File: src/hdl/nvac_cfg.svh
// Purpose: Offsets, field positions, reset values and counts of the access controller
// Assumes: APB byte addresses, one aligned 32-bit word per register
// Notes:   Definitions only
`ifndef NVAC_CFG_SVH
`define NVAC_CFG_SVH

// ==========================================================================
// Register byte offsets
`define NVAC_OFS_CTRL      12'h18c
`define NVAC_OFS_UNLOCK    12'h190
`define NVAC_OFS_ADDR_LO   12'h1a0
`define NVAC_OFS_ADDR_HI   12'h1a4
`define NVAC_OFS_DATA_LO   12'h1a8
`define NVAC_OFS_DATA_HI   12'h1ac
`define NVAC_OFS_FLAG2     12'h1b0

// ==========================================================================
// Control register fields and the done bit of the flag register
`define NVAC_BIT_SPACE     7
`define NVAC_BIT_ABORT     3
`define NVAC_BIT_ALLOW     2
`define NVAC_BIT_WR        1
`define NVAC_BIT_RD        0
`define NVAC_BIT_DONE      4

// ==========================================================================
// Widths, keys, reset values and counts
`define NVAC_ADDR_HI_W     5
`define NVAC_DATA_HI_W     6
`define NVAC_KEY_FIRST     8'h55
`define NVAC_KEY_SECOND    8'haa
`define NVAC_RST_BYTE      8'h00
`define NVAC_RST_WORD      32'h0000_0000
`define NVAC_FLASH_RD_CYC  2
`define NVAC_WRITE_CYC     1000

`endif

File: src/hdl/nvac_pkg.sv
// Purpose: Types shared by the access controller
// Assumes: Nothing
// Notes:   Constants live in nvac_cfg.svh
package nvac_pkg;

  // ========================================================================
  // Unlock key tracker
  typedef enum logic [1:0] {
    NVAC_KEY_IDLE,
    NVAC_KEY_GOT_FIRST,
    NVAC_KEY_ARMED
  } nvac_key_t;

endpackage

File: src/hdl/nvac_top.sv
// Purpose: Access controller for data EEPROM and program FLASH, APB slave
// Assumes: Memories outside; EEPROM read data valid in the cycle of the address
// Notes:   One clock cycle stands for one instruction cycle
// Contract
// - Unlock port has no storage, reads zero, only takes the key bytes.
// - Space select zero routes operations to EEPROM, one to FLASH.
// - Read and write start are set only by software, cleared by hardware.
// - Write allow must be one for a write; cleared at power-up.
// - Abort flag set when master clear or watchdog cuts a write short.
// - Aborting reset keeps address, data and space select unchanged.
// - Write completion sets sticky done flag until software clears it.
// - EEPROM read data appears in low data register next cycle.
// - Low data register holds read value until next read or software write.
// - Write starts only after 55h then AAh to unlock port, then start.
// - Hardware never clears write allow.
// - Clearing write allow does not stop a running write.
// - Write start is blocked unless write allow is already one.
// - One control write setting allow and start together starts nothing.
// - FLASH read takes two cycles, word lands in high and low data.
// - High and low data hold FLASH word until next read or write.
`timescale 1ns/1ps
`default_nettype none
`include "nvac_cfg.svh"

module nvac_top #(
  parameter int WRITE_CYCLES = `NVAC_WRITE_CYC,
  parameter int FLASH_RD_CYC = `NVAC_FLASH_RD_CYC,
  parameter int CNT_W        = 16
) (
  input  wire  logic        clock,
  input  wire  logic        rst,
  input  wire  logic        ce,
  input  wire  logic        master_clear_reset_abort,
  input  wire  logic        wdt_abort,
  input  wire  logic        psel,
  input  wire  logic        penable,
  input  wire  logic        pwrite,
  input  wire  logic [11:0] paddr,
  input  wire  logic [31:0] pwdata,
  output logic              pready,
  output logic              pslverr,
  output logic [31:0]       prdata,
  output logic              mem_space,
  output logic [12:0]       mem_addr,
  output logic [13:0]       mem_wdata,
  input  wire  logic [13:0] mem_rdata,
  output logic              mem_rd,
  output logic              mem_wr_start,
  output logic              mem_wr_busy,
  output logic              mem_wr_abort,
  output logic              write_done_flag
);

  // ========================================================================
  // State
  logic                        space_reg;
  logic                        abort_reg;
  logic                        allow_reg;
  logic                        wr_reg;
  logic                        rd_reg;
  logic [7:0]                  addr_lo_reg;
  logic [`NVAC_ADDR_HI_W-1:0]  addr_hi_reg;
  logic [7:0]                  data_lo_reg;
  logic [`NVAC_DATA_HI_W-1:0]  data_hi_reg;
  logic                        done_reg;
  logic [CNT_W-1:0]            wr_cnt_reg;
  logic [1:0]                  rd_cnt_reg;
  nvac_pkg::nvac_key_t         key_reg;
  nvac_pkg::nvac_key_t         key_next;

  // ========================================================================
  // APB decode
  wire sel_ctl    = (paddr == `NVAC_OFS_CTRL);
  wire sel_unlock = (paddr == `NVAC_OFS_UNLOCK);
  wire sel_alo    = (paddr == `NVAC_OFS_ADDR_LO);
  wire sel_ahi    = (paddr == `NVAC_OFS_ADDR_HI);
  wire sel_dlo    = (paddr == `NVAC_OFS_DATA_LO);
  wire sel_dhi    = (paddr == `NVAC_OFS_DATA_HI);
  wire sel_flag   = (paddr == `NVAC_OFS_FLAG2);
  wire mapped     = sel_ctl | sel_unlock | sel_alo | sel_ahi | sel_dlo | sel_dhi | sel_flag;
  wire access     = psel & penable & ce;
  wire wr_acc     = access & pwrite & mapped;
  wire setup_rd   = psel & ~penable & ~pwrite & ce;
  wire [7:0] wbyte = pwdata[7:0];

  assign pready  = ce;
  assign pslverr = psel & penable & ~mapped;

  // ========================================================================
  // Events
  wire abort_evt = (master_clear_reset_abort | wdt_abort) & ce;
  wire ctl_wr    = wr_acc & sel_ctl;
  wire unlock_wr = wr_acc & sel_unlock;
  // Start bits are set-only; old allow value gates write start
  wire wr_req    = ctl_wr & wbyte[`NVAC_BIT_WR] & ~wr_reg & ~rd_reg;
  wire wr_start  = wr_req & allow_reg & (key_reg == nvac_pkg::NVAC_KEY_ARMED) & ~abort_evt;
  wire rd_req    = ctl_wr & wbyte[`NVAC_BIT_RD] & ~wr_reg & ~rd_reg & ~abort_evt;
  wire ee_rd     = rd_req & ~space_reg;
  wire fl_rd     = rd_req & space_reg;
  wire fl_done   = rd_reg & ce & (rd_cnt_reg == 2'(FLASH_RD_CYC - 1)) & ~abort_evt;
  wire wr_done   = wr_reg & ce & (wr_cnt_reg == CNT_W'(1)) & ~abort_evt;
  wire wr_kill   = wr_reg & abort_evt;

  // ========================================================================
  // Unlock key sequence: any other write to a mapped register in between breaks it
  always_comb begin
    key_next = key_reg;
    if (abort_evt) begin
      key_next = nvac_pkg::NVAC_KEY_IDLE;
    end else if (wr_acc) begin
      unique case (key_reg)
        nvac_pkg::NVAC_KEY_IDLE: begin
          key_next = (unlock_wr && wbyte == `NVAC_KEY_FIRST) ?
                     nvac_pkg::NVAC_KEY_GOT_FIRST : nvac_pkg::NVAC_KEY_IDLE;
        end
        nvac_pkg::NVAC_KEY_GOT_FIRST: begin
          key_next = (unlock_wr && wbyte == `NVAC_KEY_SECOND) ?
                     nvac_pkg::NVAC_KEY_ARMED : nvac_pkg::NVAC_KEY_IDLE;
        end
        nvac_pkg::NVAC_KEY_ARMED: begin
          key_next = nvac_pkg::NVAC_KEY_IDLE;
        end
      endcase
    end
  end

  always_ff @(posedge clock or posedge rst) begin
    if (rst) key_reg <= nvac_pkg::NVAC_KEY_IDLE;
    else if (ce) key_reg <= key_next;
  end

  // ========================================================================
  // Control register
  always_ff @(posedge clock or posedge rst) begin
    if (rst) begin
      space_reg <= 1'b0;
      allow_reg <= 1'b0;
      abort_reg <= 1'b0;
    end else if (ce) begin
      if (ctl_wr) begin
        space_reg <= wbyte[`NVAC_BIT_SPACE];
        allow_reg <= wbyte[`NVAC_BIT_ALLOW];
      end
      if (wr_kill) abort_reg <= 1'b1;
      else if (ctl_wr) abort_reg <= wbyte[`NVAC_BIT_ABORT];
    end
  end

  // Write start bit and write timer
  always_ff @(posedge clock or posedge rst) begin
    if (rst) begin
      wr_reg     <= 1'b0;
      wr_cnt_reg <= '0;
    end else if (ce) begin
      if (wr_start) begin
        wr_reg     <= 1'b1;
        wr_cnt_reg <= CNT_W'(WRITE_CYCLES);
      end else if (wr_done || wr_kill) begin
        wr_reg     <= 1'b0;
        wr_cnt_reg <= '0;
      end else if (wr_reg) begin
        wr_cnt_reg <= wr_cnt_reg - CNT_W'(1);
      end
    end
  end

  // Read start bit and FLASH fetch counter
  always_ff @(posedge clock or posedge rst) begin
    if (rst) begin
      rd_reg     <= 1'b0;
      rd_cnt_reg <= '0;
    end else if (ce) begin
      if (fl_rd) begin
        rd_reg     <= 1'b1;
        rd_cnt_reg <= '0;
      end else if (fl_done || abort_evt) begin
        rd_reg     <= 1'b0;
        rd_cnt_reg <= '0;
      end else if (rd_reg) begin
        rd_cnt_reg <= rd_cnt_reg + 2'h1;
      end
    end
  end

  // ========================================================================
  // Address and data registers, untouched by aborting resets
  always_ff @(posedge clock or posedge rst) begin
    if (rst) begin
      addr_lo_reg <= `NVAC_RST_BYTE;
      addr_hi_reg <= '0;
      data_lo_reg <= `NVAC_RST_BYTE;
      data_hi_reg <= '0;
    end else if (ce) begin
      if (wr_acc && sel_alo) addr_lo_reg <= wbyte;
      if (wr_acc && sel_ahi) addr_hi_reg <= wbyte[`NVAC_ADDR_HI_W-1:0];
      if (ee_rd) begin
        data_lo_reg <= mem_rdata[7:0];
      end else if (fl_done) begin
        data_lo_reg <= mem_rdata[7:0];
        data_hi_reg <= mem_rdata[13:8];
      end else begin
        if (wr_acc && sel_dlo) data_lo_reg <= wbyte;
        if (wr_acc && sel_dhi) data_hi_reg <= wbyte[`NVAC_DATA_HI_W-1:0];
      end
    end
  end

  // Sticky write-done flag, set wins over software clear
  always_ff @(posedge clock or posedge rst) begin
    if (rst) done_reg <= 1'b0;
    else if (ce) begin
      if (wr_done) done_reg <= 1'b1;
      else if (wr_acc && sel_flag) done_reg <= wbyte[`NVAC_BIT_DONE];
    end
  end

  // ========================================================================
  // Read data, captured in the setup cycle
  wire [7:0] ctl_byte = {space_reg, 3'h0, abort_reg, allow_reg, wr_reg, rd_reg};
  wire [7:0] rd_byte  = sel_ctl  ? ctl_byte :
                        sel_alo  ? addr_lo_reg :
                        sel_ahi  ? 8'({addr_hi_reg}) :
                        sel_dlo  ? data_lo_reg :
                        sel_dhi  ? 8'({data_hi_reg}) :
                        sel_flag ? 8'({done_reg, 4'h0}) :
                        `NVAC_RST_BYTE;

  always_ff @(posedge clock or posedge rst) begin
    if (rst) prdata <= `NVAC_RST_WORD;
    else if (setup_rd) prdata <= {24'h00_0000, rd_byte};
  end

  // ========================================================================
  // Memory side
  assign mem_space       = space_reg;
  assign mem_addr        = {addr_hi_reg, addr_lo_reg};
  assign mem_wdata       = {data_hi_reg, data_lo_reg};
  assign mem_rd          = ee_rd | rd_reg;
  assign mem_wr_start    = wr_start;
  assign mem_wr_busy     = wr_reg;
  assign mem_wr_abort    = wr_kill;
  assign write_done_flag = done_reg;

  // ========================================================================
  // Checks
  logic [CNT_W-1:0] wr_age_reg;
  always_ff @(posedge clock or posedge rst) begin
    if (rst) wr_age_reg <= '0;
    else if (ce) wr_age_reg <= wr_reg ? wr_age_reg + CNT_W'(1) : '0;
  end
endmodule

`default_nettype wire

File: config.mk
export PLATFORM = sky130hd
export DESIGN_NAME = nvac_top
export DESIGN_NICKNAME = d
export VERILOG_FILES = /design/src/hdl/nvac_pkg.sv /design/src/hdl/nvac_top.sv
export VERILOG_INCLUDE_DIRS = /design/src /design/src/hdl
export SDC_FILE = /design/constraint.sdc
export NUM_CORES = 1
export LEC_CHECK = 0
export BUFFER_PORTS_ARGS = -buffer_cell sky130_fd_sc_hd__buf_2
export CELL_PAD_IN_SITES_DETAIL_PLACEMENT = 1
export CELL_PAD_IN_SITES_GLOBAL_PLACEMENT = 1
export CORE_MARGIN = 2
export CORE_UTILIZATION = 35
export CTS_CLUSTER_DIAMETER = 200
export DETAILED_ROUTE_END_ITERATION = 6
export MAX_ROUTING_LAYER = met4
export PLACE_DENSITY = 0.78
export REMOVE_ABC_BUFFERS = 1
export SETUP_SLACK_MARGIN = 0.2
export SLEW_MARGIN = 30
export SYNTH_ARGS = -nofsm -noshare
export SYNTH_HDL_FRONTEND = slang
export SYNTH_SLANG_ARGS = --single-unit
export TNS_END_PERCENT = 100
File: constraint.sdc
create_clock -name clock -period 3.68 [get_ports clock]
set_clock_uncertainty 0.05 [all_clocks]
set_input_delay 0.552 -clock clock [delete_from_list [all_inputs] [get_ports clock]]
set_output_delay 0.552 -clock clock [all_outputs]
set_load 0.02 [all_outputs]
* Word level (Yosys, flattened, before mapping) *
Cells that the tools add are included.

storage, ports and cells
  register bits = 61
  input bits = 66
  output and inout port bits = 67
  logic and storage cells = 136

cells by class
  add/subtract/negate cells = 2
  equal/unequal tests = 13
  mux-type cells = 30
  bitwise gates (word level) = 46
  reduce and logical (&&, ||, !) cells = 31

operators by type and width
  operator                                                                number
  12-bit by 9-bit equality test with 1-bit output, second input constant  7
  8-bit 2-to-1 mux                                                        7
  16-bit 2-to-1 mux                                                       3
  1-bit AND                                                               30
  2-bit AND reduction                                                     11
  6-bit 2-to-1 mux                                                        3
  16-bit by 1-bit equality test with 1-bit output, second input constant  1
  16-bit by 1-bit subtractor with 16-bit output, second input constant    1
  2-bit 2-to-1 mux                                                        6
  2-bit nonzero test                                                      6
  1-bit 2-to-1 mux                                                        9
  3-bit nonzero test                                                      3
  8-bit by 7-bit equality test with 1-bit output, second input constant   1
  8-bit equality test, second input constant                              1
  1-bit NOT                                                               8
  1-bit OR                                                                8
  1-bit logical AND                                                       7
  2-bit one-hot mux with 3 select lines                                   1
  5-bit 2-to-1 mux                                                        1
  2-bit by 1-bit equality test with 1-bit output, second input constant   2
  3-bit AND reduction                                                     1
  2-bit by 1-bit adder with 2-bit output, second input constant           1
  2-bit equality test, second input constant                              1
  2-bit zero test                                                         1
  1-bit logical OR                                                        2

* Longest topological paths before layout *
  depth in word-level cells = 17
  depth in mapped cells = 8
  depth with buffers taken out = 6

* Worst setup path before layout *
OpenSTA, ideal clock, no wires.

  path kind = input to output
  start point = input port paddr[5]
  end point = output port mem_wr_start
  arrival = 1.994 ns
  slack = 1.084 ns
  stages = 6
  path through = or4_4 -> or2_4 -> or3_1 -> buf_2 -> inv_2 -> buf_6

between the ends
  word-level cells in the longest chain between the ends = 15
  elaborated cells on any way between the ends = 21

ends and longest elaborated chain
  item                                                              RTL line        text
  from (decl)                                                       nvac_top.sv:38  input wire logic [11:0] paddr,
  12-bit by 9-bit equality test with 1-bit output (no source line)  n/a
  1-bit OR (6 in series)                                            nvac_top.sv:80  wire mapped = sel_ctl | sel_unlock | sel_alo | sel_ahi | sel_dlo | sel_dhi | sel_flag;
  1-bit AND                                                         nvac_top.sv:82  wire wr_acc = access & pwrite & mapped;
  1-bit AND *                                                       nvac_top.sv:92  wire ctl_wr = wr_acc & sel_ctl;
  1-bit AND * (3 in series)                                         nvac_top.sv:95  wire wr_req = ctl_wr & wbyte[`NVAC_BIT_WR] & ~wr_reg & ~rd_reg;
  1-bit AND * (3 in series)                                         nvac_top.sv:96  wire wr_start = wr_req & allow_reg & (key_reg == nvac_pkg::NVAC_KEY_ARMED) & ~abort_evt;
  to (decl)                                                         nvac_top.sv:48  output logic mem_wr_start,

Mark *: on every way between the ends. The rest lies on a longest branch, timed or not.

* Worst setup path after layout *
  start point = input port paddr[9]
  end point = output port mem_wr_start

Same word-level chain as after synthesis.

==> flow_summary.ini <==
[cts]
cts-htree-levels = 3
path_clk_slew_ns = 0.07
cts_setup_buffers = 0
hold_buffers = 0
cts_resized = 0
numCtsBuffers = 9
clock_sinks = 61
root_buffer = clkbuf_8
clockBufferDepth = 2
insertion_delay_ns = 0.35
tritoncts = done

[global_routing]
overflow = 0
grt_first_pass_wirelength_um = 16800
grt_pass1_vias = 3211
grt_max_degree = 34
grt_antenna_before_repair = 0
grt_usage = 0.198

[timing]
max_freq_ghz = 0.330
finalSetupViolCount = 0
setup-tns-final_ns = 0
relSlewSlack = 0.413
grt_setup_unrepaired = false
tightestPinTransition_ns = 0.868
fin_crit_ns = 3.03
drv_slew = 0
holdWs_ns = 0.223
finalCritPeriodShare = 0.824
hold_viol_final = 0

[detailed_routing]
wirelength_um = 10200
detail-route-antenna-nets = 0
wl_per_cell_um = 17.9
via_count = 3002
vias_per_cell = 5.26
drc = 0
drtIter0Drc = 79
drt_first_pass_iters = 4

[synth]
syn_area_um2 = 3620
ys.flop_type = dfrtp_1
ys_ff_latch = 61
yosysWarningCount = 0
async_reset_ff_frac = 1.00
synth_cells = 347
synth_cell_types = 57
seq_area_frac_synth = 0.422
avgSynthCellArea_um2 = 10.4
synth_edf_count = 0

[floorplan]
design.core.area_um2 = 10200
die_h_um = 106
dieArea_um2 = 11200
rows = 37
io_pins = 133
initial_core_util = 0.355
fp.dieW_um = 106

[placed_design]
placed_area_um2 = 4070
hpwlAfterDp_um = 7790
place.gp.congestion = 0.795
port_buffers = 84

[cells_and_area]
fillers = 1192
layout.nets = 501
syn_to_final_growth_pct = 18.6
antennaDiodeCount = 0
regArea_um2 = 1530
layout-drive-gt1-share = 0.347
final_util = 0.421
final_cell_area_um2 = 4290
multiInputGateArea_um2 = 1880
largest_reg_flops = 16

[power]
p_leak_nw = 2.17
powerDensity_nw_per_um2 = 446
ir_worst_vdd_mv = 0.203

[setup_path]
start_kind = primary input
cp.required_ns = 3.08
path_class = primary input to output port
worst-path-max-fanout = 8
arrival_ns = 2.43
critPathCaptureType = output port

[worst_hold_path]
hold_class = primary input to asynchronous set/reset pin

[flow_run]
cap_violations = 0

[status]
outcome = finished, final reports clean
[metal layers]
| layer | vias up | GRT usage | routed length, um |
|---|---|---|---|
| met5 | - | - | 0 |
| met4 | 0 | 0.0648 | 188 |
| met2 | 91 | 0.326 | 5110 |
| li1 | 1403 | - | - |
| met3 | 20 | 0.0532 | 484 |
| met1 | 1488 | 0.235 | 4410 |
[cell families (layout without fill, tap and decap cells)]
kind of cell             Yosys count  count (layout)  share of synthesized area
buffers and inverters             49             114                     0.0816
multiplexers                      47              47                      0.163
XOR/XNOR                          10              10                     0.0242
adder cells (fa/ha/maj)            5               5                     0.0173
AND/OR/NAND/NOR                  118             118                      0.193
AO/OA/AOI/OAI                     56              56                     0.0982
flip-flops                        61              61                      0.422
other                              1              24                    0.00104
[cell usage in the layout, fill, tap and decap left out, types with 8 or more instances in the layout]
cell      count
buf_2        85
dfrtp_1      61
mux2_2       24
conb_1       24
nor2_1       20
nand2_1      20
nor3_1       17
a21oi_1      15
o21ai_0      15
nand4_1      12
mux2i_1      11
xor2_1        9
clkbuf_8      9
nor4_1        8
mux2_4        8
[path summary, 6_finish.rpt]
check	from	to	slack (ns)	cells past startpoint
max reg2reg	wr_cnt_reg[6]	wr_cnt_reg[8]	1.30	5
min in group clock	mem_rdata[3]	data_lo_reg[3]	0.37	2
min	rst	wr_cnt_reg[11]	0.22	2
max	paddr[9]	mem_wr_start	0.65	6
min reg2reg	prdata[0]	prdata[0]	0.43	2
max in group asynchronous	rst	wr_cnt_reg[2]	2.47	3
[Yosys cell counts, drive strengths merged, types with 4 or more instances]
library cell	number	area, um^2
nor4	9	71.3
a22oi	5	37.5
nor3	18	95.1
a21oi	15	75.1
o31ai	4	30.0
mux2i	11	110
nand2	20	75.1
mux2	32	390
buf	29	220
or2	4	27.5
clkbuf	11	41.3
nor2	20	75.1
mux4	4	90.1
xor2	9	78.8
dfrtp	61	1530
nand3	5	25.0
o21ai	15	75.1
inv	9	33.8
ha	5	62.6
nand4	12	75.1
[where the power goes]
group          internal (W)  switching, W
logic              0.000144      0.000258
clock network      0.000387      0.000296
registers          0.000744     0.0000836
total               0.00127      0.000638
[area by class of cell]
| type | instances | share of cell area |
|---|---|---|
| multi-input cells | 260 | 0.439 |
| well taps | 136 | 0.0397 |
| flip-flops and latches | 61 | 0.356 |
| inverters | 9 | 0.00787 |
| repair buffers | 89 | 0.106 |
| clock buffers | 10 | 0.0297 |
| clock inverters | 6 | 0.0222 |
[stage by stage]
stage          worst slack [ns]  power [W]  std cells
2_1_floorplan              1.11    0.00110        330
3_3_place_gp              0.764    0.00121        554
3_5_place_dp              0.687    0.00123        555
4_1_cts                   0.686    0.00193        571
5_1_grt                   0.510    0.00202        571
6_report                  0.649    0.00191        571
[worst max-delay path, cell delays in order]
cell and delay [ns]:
buf_2 0.11, nor4bb_1 0.76, nand4_1 0.25, or3_1 0.50, inv_2 0.10, buf_2 0.16
Power figures use the tool's default switching activity.
